[src/verilog/ptimer_pkg.sv]
package ptimer_pkg;

  // ----------------------------------------------------------------
  // register map (byte addresses)
  // ----------------------------------------------------------------
  localparam int ADDR_W = 8;
  localparam logic [7:0] OFS_CTRL0 = 8'h00;
  localparam logic [7:0] OFS_CTRL1 = 8'h04;
  localparam logic [7:0] OFS_CMPA = 8'h08;
  localparam logic [7:0] OFS_CMPP = 8'h0C;
  localparam logic [7:0] OFS_STATUS = 8'h10;
  localparam logic [7:0] OFS_COUNT = 8'h14;

  // ----------------------------------------------------------------
  // field positions
  // ----------------------------------------------------------------
  localparam int ON_BIT = 0;
  localparam int EDGE_BIT = 1;
  localparam int DIV_LSB = 8;
  localparam int DIV_W = 8;
  localparam int MODE_LSB = 6;
  localparam int ACT_LSB = 4;
  localparam int OC_BIT = 3;
  localparam int INV_BIT = 2;
  localparam int CCL_BIT = 0;
  localparam int AF_BIT = 0;
  localparam int PF_BIT = 1;
  localparam int PIN_BIT = 8;

  // ----------------------------------------------------------------
  // reset values and codes
  // ----------------------------------------------------------------
  localparam logic [DIV_W-1:0] DIV_RST = 8'h00;
  localparam logic [1:0] ACT_KEEP = 2'b00;
  localparam logic [1:0] ACT_LOW = 2'b01;
  localparam logic [1:0] ACT_HIGH = 2'b10;
  localparam logic [1:0] ACT_TOGGLE = 2'b11;
  localparam logic [1:0] ACT_INACTIVE = 2'b00;
  localparam logic [1:0] ACT_ACTIVE = 2'b01;
  localparam logic [1:0] ACT_PWM = 2'b10;
  localparam logic [1:0] ACT_PULSE = 2'b11;
  localparam logic [1:0] RESP_OKAY = 2'b00;
  localparam logic [1:0] RESP_SLVERR = 2'b10;

  typedef enum logic [1:0] {
    MODE_CMP = 2'b00,
    MODE_UNDEF = 2'b01,
    MODE_PWM = 2'b10,
    MODE_TC = 2'b11
  } mode_t;

  typedef struct packed {
    logic [ADDR_W-1:0] awaddr;
    logic awvalid;
    logic [31:0] wdata;
    logic [3:0] wstrb;
    logic wvalid;
    logic bready;
    logic [ADDR_W-1:0] araddr;
    logic arvalid;
    logic rready;
  } axil_req_t;

  typedef struct packed {
    logic awready;
    logic wready;
    logic [1:0] bresp;
    logic bvalid;
    logic arready;
    logic [31:0] rdata;
    logic [1:0] rresp;
    logic rvalid;
  } axil_rsp_t;

endpackage : ptimer_pkg

[src/verilog/ext_pin_sync.sv]
`timescale 1ns/1ps
module ext_pin_sync (
  input wire logic mclk,
  input wire logic rst_n,
  input wire logic pin,
  output logic rise,
  output logic fall
);
  logic s1_reg;
  logic s2_reg;
  logic s3_reg;
  logic lvl_reg;

  // ----------------------------------------------------------------
  // three stages; level moves once stages two and three agree
  // ----------------------------------------------------------------
  always_ff @(posedge mclk or negedge rst_n) begin
    if (!rst_n) begin
      s1_reg <= 1'b0;
      s2_reg <= 1'b0;
      s3_reg <= 1'b0;
      lvl_reg <= 1'b0;
    end else begin
      s1_reg <= pin;
      s2_reg <= s1_reg;
      s3_reg <= s2_reg;
      if (s2_reg == s3_reg) begin
        lvl_reg <= s3_reg;
      end
    end
  end

  assign rise = (s2_reg == s3_reg) && s3_reg && !lvl_reg;
  assign fall = (s2_reg == s3_reg) && !s3_reg && lvl_reg;
endmodule : ext_pin_sync

[src/verilog/periodic_timer_unit.sv]
// Operation
// - mode code 00 selects compare-match output
// - clear-select low: P match or overflow clears
// - clear-select high: A match clears, no P flag
// - compare A zero: overflow, no A flag
// - compare mode: only A match or counter-on rise moves pin
// - A match drives pin high, low or toggles
// - action 00 keep, 01 low, 10 high, 11 toggle
// - counter-on rise loads pin initial level
// - mode 11 counts like compare, pin released
// - PWM: P match sets period, A sets duty
// - 10-bit PWM period P, zero gives 1024
// - 16-bit PWM period P, zero gives 65536
// - duty at or above period: always active
// - PWM: each match raises its own flag
// - PWM counting runs while pin forced
// - initial level sets polarity, invert reverses
// - external edge sets counter-on in pulse mode
// - A match ends pulse, clears on, flags
// - pulse mode: counter zeroed only on rise
// - counter width 10 or 16 bits
`timescale 1ns/1ps
module periodic_timer_unit #(
  parameter int CNT_W = 10
) (
  input wire logic mclk,
  input wire logic rst_n,
  input ptimer_pkg::axil_req_t axil_req,
  output ptimer_pkg::axil_rsp_t axil_rsp,
  input wire logic ext_clock_trigger_pin,
  output logic timer_out,
  output logic timer_out_en_n
);
  import ptimer_pkg::*;

  logic aw_hold_reg;
  logic w_hold_reg;
  logic [ADDR_W-1:0] awaddr_reg;
  logic [31:0] wdata_reg;
  logic [3:0] wstrb_reg;
  logic bvalid_reg;
  logic [1:0] bresp_reg;
  logic rvalid_reg;
  logic [31:0] rdata_reg;
  logic [1:0] rresp_reg;
  logic counter_on_reg;
  logic on_prev_reg;
  logic edge_fall_reg;
  logic [DIV_W-1:0] div_sel_reg;
  logic [DIV_W-1:0] div_cnt_reg;
  mode_t mode_reg;
  logic [1:0] act_reg;
  logic output_initial_level_reg;
  logic output_invert_reg;
  logic clear_source_select_reg;
  logic [CNT_W-1:0] compare_a_value_reg;
  logic [CNT_W-1:0] compare_p_value_reg;
  logic match_a_flag_reg;
  logic match_p_flag_reg;
  logic [CNT_W-1:0] count_reg;
  logic pin_lvl_reg;

  logic wr_fire;
  logic wr_ctrl0;
  logic wr_ctrl1;
  logic wr_cmpa;
  logic wr_cmpp;
  logic wr_status;
  logic wr_ok;
  logic [31:0] wr_base;
  logic [31:0] wr_val;
  logic [31:0] ctrl0_val;
  logic [31:0] ctrl1_val;
  logic [31:0] status_val;
  logic ar_fire;
  logic ext_rise;
  logic ext_fall;
  logic ext_set;
  logic tick;
  logic on_rise;
  logic run;
  logic cmp_like;
  logic pulse_mode;
  logic [CNT_W-1:0] inc;
  logic hit_a;
  logic hit_p;
  logic a_set;
  logic p_set;
  logic clr_cnt;
  logic duty_active;

  function automatic logic [31:0] merge(input logic [31:0] old,
                                        input logic [31:0] data,
                                        input logic [3:0] strb);
    logic [31:0] res;
    res = old;
    for (int i = 0; i < 4; i++) begin
      if (strb[i]) begin
        res[8*i +: 8] = data[8*i +: 8];
      end
    end
    return res;
  endfunction : merge

  // ----------------------------------------------------------------
  // bus slave: write path
  // ----------------------------------------------------------------
  assign wr_fire = aw_hold_reg && w_hold_reg && !bvalid_reg;
  assign ctrl0_val = {16'h0000, div_sel_reg, 6'h00, edge_fall_reg,
                      counter_on_reg};
  assign ctrl1_val = {24'h000000, mode_reg, act_reg,
                      output_initial_level_reg, output_invert_reg, 1'b0,
                      clear_source_select_reg};
  assign status_val = {23'h000000, pin_lvl_reg, 6'h00, match_p_flag_reg,
                       match_a_flag_reg};

  always_comb begin
    wr_ctrl0 = 1'b0;
    wr_ctrl1 = 1'b0;
    wr_cmpa = 1'b0;
    wr_cmpp = 1'b0;
    wr_status = 1'b0;
    wr_ok = 1'b1;
    wr_base = 32'h00000000;
    if (awaddr_reg == OFS_CTRL0) begin
      wr_ctrl0 = wr_fire;
      wr_base = ctrl0_val;
    end else if (awaddr_reg == OFS_CTRL1) begin
      wr_ctrl1 = wr_fire;
      wr_base = ctrl1_val;
    end else if (awaddr_reg == OFS_CMPA) begin
      wr_cmpa = wr_fire;
      wr_base = 32'(compare_a_value_reg);
    end else if (awaddr_reg == OFS_CMPP) begin
      wr_cmpp = wr_fire;
      wr_base = 32'(compare_p_value_reg);
    end else if (awaddr_reg == OFS_STATUS) begin
      wr_status = wr_fire;
    end else if (awaddr_reg != OFS_COUNT) begin
      wr_ok = 1'b0;
    end
    wr_val = merge(wr_base, wdata_reg, wstrb_reg);
  end

  always_ff @(posedge mclk or negedge rst_n) begin
    if (!rst_n) begin
      aw_hold_reg <= 1'b0;
      w_hold_reg <= 1'b0;
      awaddr_reg <= '0;
      wdata_reg <= 32'h00000000;
      wstrb_reg <= 4'h0;
      bvalid_reg <= 1'b0;
      bresp_reg <= RESP_OKAY;
    end else begin
      if (axil_req.awvalid && !aw_hold_reg) begin
        aw_hold_reg <= 1'b1;
        awaddr_reg <= axil_req.awaddr;
      end else if (wr_fire) begin
        aw_hold_reg <= 1'b0;
      end
      if (axil_req.wvalid && !w_hold_reg) begin
        w_hold_reg <= 1'b1;
        wdata_reg <= axil_req.wdata;
        wstrb_reg <= axil_req.wstrb;
      end else if (wr_fire) begin
        w_hold_reg <= 1'b0;
      end
      if (wr_fire) begin
        bvalid_reg <= 1'b1;
        bresp_reg <= wr_ok ? RESP_OKAY : RESP_SLVERR;
      end else if (axil_req.bready) begin
        bvalid_reg <= 1'b0;
      end
    end
  end

  // ----------------------------------------------------------------
  // bus slave: read path
  // ----------------------------------------------------------------
  assign ar_fire = axil_req.arvalid && !rvalid_reg;

  always_ff @(posedge mclk or negedge rst_n) begin
    if (!rst_n) begin
      rvalid_reg <= 1'b0;
      rdata_reg <= 32'h00000000;
      rresp_reg <= RESP_OKAY;
    end else if (ar_fire) begin
      rvalid_reg <= 1'b1;
      rresp_reg <= RESP_OKAY;
      if (axil_req.araddr == OFS_CTRL0) begin
        rdata_reg <= ctrl0_val;
      end else if (axil_req.araddr == OFS_CTRL1) begin
        rdata_reg <= ctrl1_val;
      end else if (axil_req.araddr == OFS_CMPA) begin
        rdata_reg <= 32'(compare_a_value_reg);
      end else if (axil_req.araddr == OFS_CMPP) begin
        rdata_reg <= 32'(compare_p_value_reg);
      end else if (axil_req.araddr == OFS_STATUS) begin
        rdata_reg <= status_val;
      end else if (axil_req.araddr == OFS_COUNT) begin
        rdata_reg <= 32'(count_reg);
      end else begin
        rdata_reg <= 32'h00000000;
        rresp_reg <= RESP_SLVERR;
      end
    end else if (axil_req.rready) begin
      rvalid_reg <= 1'b0;
    end
  end

  assign axil_rsp.awready = !aw_hold_reg;
  assign axil_rsp.wready = !w_hold_reg;
  assign axil_rsp.bvalid = bvalid_reg;
  assign axil_rsp.bresp = bresp_reg;
  assign axil_rsp.arready = !rvalid_reg;
  assign axil_rsp.rvalid = rvalid_reg;
  assign axil_rsp.rdata = rdata_reg;
  assign axil_rsp.rresp = rresp_reg;

  // ----------------------------------------------------------------
  // control registers
  // ----------------------------------------------------------------
  always_ff @(posedge mclk or negedge rst_n) begin
    if (!rst_n) begin
      edge_fall_reg <= 1'b0;
      div_sel_reg <= DIV_RST;
      mode_reg <= MODE_CMP;
      act_reg <= ACT_KEEP;
      output_initial_level_reg <= 1'b0;
      output_invert_reg <= 1'b0;
      clear_source_select_reg <= 1'b0;
      compare_a_value_reg <= '0;
      compare_p_value_reg <= '0;
    end else begin
      if (wr_ctrl0) begin
        edge_fall_reg <= wr_val[EDGE_BIT];
        div_sel_reg <= wr_val[DIV_LSB +: DIV_W];
      end
      if (wr_ctrl1) begin
        mode_reg <= mode_t'(wr_val[MODE_LSB +: 2]);
        act_reg <= wr_val[ACT_LSB +: 2];
        output_initial_level_reg <= wr_val[OC_BIT];
        output_invert_reg <= wr_val[INV_BIT];
        clear_source_select_reg <= wr_val[CCL_BIT];
      end
      if (wr_cmpa) begin
        compare_a_value_reg <= wr_val[CNT_W-1:0];
      end
      if (wr_cmpp) begin
        compare_p_value_reg <= wr_val[CNT_W-1:0];
      end
    end
  end

  // ----------------------------------------------------------------
  // timer clock enable and external trigger
  // ----------------------------------------------------------------
  ext_pin_sync ext_pin_sync_inst (
    .mclk(mclk),
    .rst_n(rst_n),
    .pin(ext_clock_trigger_pin),
    .rise(ext_rise),
    .fall(ext_fall)
  );

  assign tick = (div_cnt_reg == '0);

  always_ff @(posedge mclk or negedge rst_n) begin
    if (!rst_n) begin
      div_cnt_reg <= DIV_RST;
    end else begin
      div_cnt_reg <= tick ? div_sel_reg : div_cnt_reg - 1'b1;
    end
  end

  // ----------------------------------------------------------------
  // match and clear decisions
  // ----------------------------------------------------------------
  assign cmp_like = (mode_reg != MODE_PWM);
  assign pulse_mode = (mode_reg == MODE_PWM) && (act_reg == ACT_PULSE);
  assign ext_set = pulse_mode && (edge_fall_reg ? ext_fall : ext_rise);
  assign on_rise = counter_on_reg && !on_prev_reg;
  assign run = counter_on_reg && tick && !on_rise;
  // all-ones wraps to zero, so a zero compare value means overflow
  assign inc = count_reg + 1'b1;
  assign hit_a = run && (inc == compare_a_value_reg);
  assign hit_p = run && (inc == compare_p_value_reg);

  always_comb begin
    if (cmp_like) begin
      a_set = hit_a && (compare_a_value_reg != '0);
      p_set = hit_p && !clear_source_select_reg;
      clr_cnt = clear_source_select_reg ? a_set : hit_p;
    end else if (pulse_mode) begin
      a_set = hit_a;
      p_set = 1'b0;
      clr_cnt = 1'b0;
    end else begin
      a_set = hit_a;
      p_set = hit_p;
      clr_cnt = hit_p;
    end
  end

  // ----------------------------------------------------------------
  // counter-on bit and counter
  // ----------------------------------------------------------------
  always_ff @(posedge mclk or negedge rst_n) begin
    if (!rst_n) begin
      counter_on_reg <= 1'b0;
      on_prev_reg <= 1'b0;
    end else begin
      on_prev_reg <= counter_on_reg;
      if (ext_set) begin
        counter_on_reg <= 1'b1;
      end else if (wr_ctrl0) begin
        counter_on_reg <= wr_val[ON_BIT];
      end else if (pulse_mode && a_set) begin
        counter_on_reg <= 1'b0;
      end
    end
  end

  always_ff @(posedge mclk or negedge rst_n) begin
    if (!rst_n) begin
      count_reg <= '0;
    end else if (on_rise) begin
      count_reg <= '0;
    end else if (run) begin
      count_reg <= clr_cnt ? '0 : inc;
    end
  end

  // ----------------------------------------------------------------
  // match flags: write one to clear, a new match wins
  // ----------------------------------------------------------------
  always_ff @(posedge mclk or negedge rst_n) begin
    if (!rst_n) begin
      match_a_flag_reg <= 1'b0;
      match_p_flag_reg <= 1'b0;
    end else begin
      match_a_flag_reg <= a_set || (match_a_flag_reg &&
        !(wr_status && wstrb_reg[0] && wdata_reg[AF_BIT]));
      match_p_flag_reg <= p_set || (match_p_flag_reg &&
        !(wr_status && wstrb_reg[0] && wdata_reg[PF_BIT]));
    end
  end

  // ----------------------------------------------------------------
  // output pin level, before inversion
  // ----------------------------------------------------------------
  // count never reaches the period, so duty >= period stays active
  assign duty_active = (count_reg < compare_a_value_reg);

  always_ff @(posedge mclk or negedge rst_n) begin
    if (!rst_n) begin
      pin_lvl_reg <= 1'b0;
    end else if (mode_reg == MODE_CMP) begin
      if (on_rise) begin
        pin_lvl_reg <= output_initial_level_reg;
      end else if (a_set) begin
        case (act_reg)
          ACT_LOW: pin_lvl_reg <= 1'b0;
          ACT_HIGH: pin_lvl_reg <= 1'b1;
          ACT_TOGGLE: pin_lvl_reg <= !pin_lvl_reg;
          default: pin_lvl_reg <= pin_lvl_reg;
        endcase
      end
    end else if (mode_reg == MODE_PWM) begin
      case (act_reg)
        ACT_INACTIVE: pin_lvl_reg <= !output_initial_level_reg;
        ACT_ACTIVE: pin_lvl_reg <= output_initial_level_reg;
        ACT_PWM: pin_lvl_reg <= duty_active ~^ output_initial_level_reg;
        default: pin_lvl_reg <= counter_on_reg ~^
                                output_initial_level_reg;
      endcase
    end
  end

  assign timer_out = pin_lvl_reg ^ output_invert_reg;
  assign timer_out_en_n = cmp_like && (mode_reg != MODE_CMP);

  // ----------------------------------------------------------------
  // checks
  // ----------------------------------------------------------------
  a_rise_zeroes_count: assert property (
    @(posedge mclk) disable iff (!rst_n)
    on_rise |=> (count_reg == '0))
    else $error("counter not zeroed after on-bit rise");

  a_rise_loads_pin: assert property (
    @(posedge mclk) disable iff (!rst_n)
    on_rise && mode_reg == MODE_CMP && !wr_ctrl1
    |=> pin_lvl_reg == $past(output_initial_level_reg))
    else $error("pin not loaded with initial level");

  a_match_a_flag: assert property (
    @(posedge mclk) disable iff (!rst_n)
    run && cmp_like && inc == compare_a_value_reg
    && compare_a_value_reg != '0 |=> match_a_flag_reg)
    else $error("A match did not set flag");

  a_no_p_flag: assert property (
    @(posedge mclk) disable iff (!rst_n)
    cmp_like && clear_source_select_reg && !match_p_flag_reg
    |=> !match_p_flag_reg)
    else $error("P flag raised with clear-select high");

  a_zero_a_quiet: assert property (
    @(posedge mclk) disable iff (!rst_n)
    cmp_like && compare_a_value_reg == '0 && !match_a_flag_reg
    |=> !match_a_flag_reg)
    else $error("A flag raised with compare A zero");

  a_pin_a_only: assert property (
    @(posedge mclk) disable iff (!rst_n)
    mode_reg == MODE_CMP && !a_set && !on_rise && !wr_ctrl1
    |=> $stable(pin_lvl_reg))
    else $error("pin moved without A match");

  a_full_duty: assert property (
    @(posedge mclk) disable iff (!rst_n)
    mode_reg == MODE_PWM && act_reg == ACT_PWM && !wr_ctrl1
    && {1'b0, compare_a_value_reg} >= {1'b0, compare_p_value_reg}
    && compare_p_value_reg != '0
    && count_reg < compare_p_value_reg
    |=> pin_lvl_reg == $past(output_initial_level_reg))
    else $error("full duty not held active");

  a_pulse_end: assert property (
    @(posedge mclk) disable iff (!rst_n)
    pulse_mode && a_set && !ext_set && !wr_ctrl0
    |=> !counter_on_reg ##1 pin_lvl_reg != output_initial_level_reg)
    else $error("pulse not ended by A match");

  a_period_clear: assert property (
    @(posedge mclk) disable iff (!rst_n)
    mode_reg == MODE_PWM && !pulse_mode && hit_p |=> count_reg == '0)
    else $error("PWM period match did not clear");

  a_ext_starts: assert property (
    @(posedge mclk) disable iff (!rst_n)
    ext_set && !counter_on_reg |=> counter_on_reg ##1 count_reg == '0)
    else $error("external edge did not start pulse");

  a_tc_released: assert property (
    @(posedge mclk) disable iff (!rst_n)
    mode_reg == MODE_TC |-> timer_out_en_n)
    else $error("pin driven in timer/counter mode");

endmodule : periodic_timer_unit

[config.mk]
export PLATFORM = sky130hd
export DESIGN_NAME = periodic_timer_unit
export DESIGN_NICKNAME = d
export VERILOG_FILES = /design/src/verilog/ptimer_pkg.sv /design/src/verilog/ext_pin_sync.sv /design/src/verilog/periodic_timer_unit.sv
export SDC_FILE = /design/constraint.sdc
export NUM_CORES = 1
export LEC_CHECK = 0
export BUFFER_PORTS_ARGS = -buffer_cell sky130_fd_sc_hd__buf_2
export CAP_MARGIN = 30
export CORE_ASPECT_RATIO = 0.8
export CORE_UTILIZATION = 55
export CTS_CLUSTER_DIAMETER = 150
export DETAILED_ROUTE_END_ITERATION = 6
export GPL_TIMING_DRIVEN = 0
export PLACE_DENSITY = 0.78
export SYNTH_ARGS = -nofsm -noshare
export SYNTH_HDL_FRONTEND = slang
export SYNTH_HIERARCHICAL = 1
export SYNTH_SLANG_ARGS = --single-unit
[constraint.sdc]
create_clock -name mclk -period 5.8 [get_ports mclk]
set_input_delay 0.87 -clock mclk [delete_from_list [all_inputs] [get_ports mclk]]
set_output_delay 0.87 -clock mclk [all_outputs]
set_load 0.05 [all_outputs]
==> results.sh <==
export IMPL_tns_ns=0
export IMPL_synth_adder_area_share_pct=2.993
export IMPL_synth_simple_gate_area_share_pct=17.60
export IMPL_synthMuxAreaShare_pct=8.300
export IMPL_worstMarginPinSlew_ns=0.6224
export IMPL_critical_path_cell_chain="ha_1 -> nand4_1 -> nor2_1 -> xnor2_1 -> nor4_4 -> a21oi_2 -> buf_2 -> nand3_1 -> mux2i_1"
export IMPL_fmax_mhz=347.9
export IMPL_first_iter_violations=430
export IMPL_die_w_um=121.4
export IMPL_clk_pin_slew_ns=0.08
export IMPL_grt_overflow=0
export IMPL_vias=5405
export IMPL_yosys_warnings=6
export IMPL_clock_sinks=111
export IMPL_row_count=34
export IMPL_hp_class="register to register"
export IMPL_ios=103
export IMPL_synth_edff_count=0
export IMPL_crit_start="count_reg[0]"
export IMPL_fin_skew_ns=0.009336
export IMPL_die_h_um=97.51
export IMPL_post_cts_setup_buffers=0
export IMPL_worstSetupPathType="register to register"
export IMPL_crit_required_ns=6.07
export IMPL_track_usage_pct=30.45
export IMPL_globalplace_congestion=0.9122
export IMPL_finalSetupViolCount=0
export IMPL_end_kind="register"
export IMPL_r2r_cells=9
export IMPL_dp_hpwl_um=13010
export IMPL_rsz0062_at_grt="false"
export IMPL_min_period_over_period_pct=49.56
export IMPL_cts_root_buf="clkbuf_16"
export IMPL_netlist_area_um2=6271
export IMPL_r2r_slack_ns=2.93
export IMPL_hold_viol=0
export IMPL_cp_max_fo=10
export IMPL_cts_resized=0
export IMPL_diodes=0
export IMPL_mostFrequentLayoutCells="dfrtp_1, nand2_1, buf_2"
export IMPL_swShare_pct=38.59
export IMPL_timing_hold_ws_ns=0.3713
export IMPL_finalCriticalPeriod_ns=2.875
export IMPL_design_area_um2=7158
export IMPL_worst_slack_ns=2.925
export IMPL_routed_wirelength_um=17110
export IMPL_wire_per_inst_um=18.84
export IMPL_vdd_drop_max_uv=258.7
export IMPL_syn_to_final_growth_pct=14.15
export IMPL_synth_xor_area_share_pct=3.611
export IMPL_nFillCells=923
export IMPL_drt_pass1_iter_count=5
export IMPL_synthCells=665
export IMPL_finalNetCount=834
export IMPL_ys_seq_area_share_pct=44.29
export IMPL_detail_route_vias_per_cell=5.953
export IMPL_place_inst=892
export IMPL_slew_limit_headroom_pct=58.16
export IMPL_cts_tree="built"
export IMPL_synth_compound_area_share_pct=16.60
export IMPL_maxCapViolations=0
export IMPL_hold_depth=0
export IMPL_arrival_ns=3.14
export IMPL_antenna_found_initial=0
export IMPL_grt_pass1_vias=5199
export IMPL_pwr_share_seq_pct=44.4
export IMPL_fin_cells=908
export IMPL_layout_commonest_cell="dfrtp_1"
export IMPL_finish_utilization_pct=65.22
export IMPL_combPwrFrac_pct=31.8
export IMPL_htreeDepth=3
export IMPL_ys_ff_latch=111
export IMPL_slowest_delay_ns=0.56
export IMPL_p_per_area_nw_per_um2=356.0
export IMPL_slew_violations=0
export IMPL_async_flop_share_pct=100.0
export IMPL_drcViolationCount=0
export IMPL_worst_skew_pair_late_latency_ns=0.35
export IMPL_worst_path_max_delay_cell="dfrtp_1"
export IMPL_clockBufferDepth=2
export IMPL_grt_max_degree=69
export IMPL_synth_top_flop_cell="dfrtp_1"
export IMPL_r2r_end="count_reg[2]"
export IMPL_ant_nets=0
export IMPL_grt_pass1_wl_um=27610
export IMPL_p_leak_nw=3.211
export IMPL_status="finished, final reports clean"
export IMPL_switchingPower_mw=0.9832
export IMPL_cts_buffers=9
export IMPL_place_area_um2=6870
export IMPL_whs_endpoint="ext_pin_sync_inst/s2_reg"
export IMPL_ys_types=63
export IMPL_start_util_pct=57.14
export IMPL_clockPowerShare_pct=23.8
export IMPL_startpoint_type="register"
export IMPL_post_synth_cell_area_avg_um2=9.430
export IMPL_r2r_start="count_reg[0]"
export IMPL_portBuffers=65
export IMPL_die_area_um2=11840
export IMPL_drive_above_1_share_pct=21.20
export IMPL_coreArea_um2=10980
export IMPL_place_ws_ns=2.946
export IMPL_p_int_mw=1.565
export IMPL_power_mw=2.548
export IMPL_holdCritStartpoint="ext_pin_sync_inst/s1_reg"
export IMPL_postCtsHoldBufs=0
export IMPL_synth_top_family_by_area="simple AND/OR/NAND/NOR gates"
==> kinds of logic after synthesis <==
kind of cell / after synthesis
other: 1
multiplexers: 46
adder cells (fa/ha/maj): 15
AO/OA/AOI/OAI: 168
buffers and inverters: 84
XOR/XNOR: 25
flip-flops: 111
AND/OR/NAND/NOR: 215
==> final cells by class <==
| type | count | area [um^2] | share of cell area, % |
|---|---|---|---|
| multi-input combinational | 487 | 3147 | 43.96 |
| sequential | 111 | 2778 | 38.80 |
| timing repair buffer | 66 | 355.3 | 4.964 |
| buffer | 60 | 320.3 | 4.475 |
| clock buffer | 9 | 225.2 | 3.146 |
| tap | 144 | 180.2 | 2.517 |
| inverter | 24 | 90.09 | 1.259 |
| clock inverter | 7 | 62.56 | 0.8740 |
==> critical path: cells and delay by family, from the launching register on <==
family | cells | cell delay (ns)
and+or+nand+nor | 4 | 0.83
DFF | 1 | 0.56
adders and majority gates | 1 | 0.36
xor gates and xnor gates | 1 | 0.21
muxes | 1 | 0.19
AOI/OAI and AO/OA | 1 | 0.33
buffers and inverters | 1 | 0.29
==> metal layers <==
layer / global-route usage [%] / up-vias / part of all wire (%)
li1: - / 2506 / -
met1: 45.07 / 2636 / 46
met2: 45.41 / 246 / 44
met3: 6.103 / 17 / 8.5
met4: 7.787 / 0 / 1.2
met5: 0 / - / 0
==> synth_stat cells (all sizes together) (4+ instances only) <==
library cell    n  share of area [%]
buf            29                3.3
nand2          87                5.2
clkbuf         31                1.9
xnor2          17                2.5
inv            24                1.4
a22oi          20                2.4
ha             15                3.0
mux2i          10                1.6
nand3          20                1.9
xor2            8                1.1
nand4           9                1.0
nor2b          13                1.3
o211ai          5               0.60
dfrtp         111                 44
a21o            6               0.72
o21ai          62                4.9
a22o           12                1.7
nor2           32                1.9
o22a            4               0.56
mux2           35                6.3
a31oi           9               0.90
nor3           21                2.0
a21oi          35                2.9
nor4            5               0.84
nand2b          6               0.60
==> power by group through the flow <==
| stage | Combinational [mW] | Clock, mW | Sequential, mW |
|---|---|---|---|
| floorplan | 0.588 | 0 | 1.10 |
| CTS | 0.808 | 0.612 | 1.13 |
| global placement | 0.769 | 0 | 1.13 |
| finish | 0.810 | 0.606 | 1.13 |
| global route | 0.890 | 0.641 | 1.16 |
| detailed placement | 0.802 | 0 | 1.14 |
==> worst max-delay path by stage <==
stage	end	cells past startpoint
global placement	aw_hold_reg	1
CTS	count_reg[3]	9
finish	count_reg[2]	9
global route	count_reg[7]	9
floorplan	rdata_reg[10]	5
detailed placement	rdata_reg[12]	6
(Power assumes the default switching activity.)
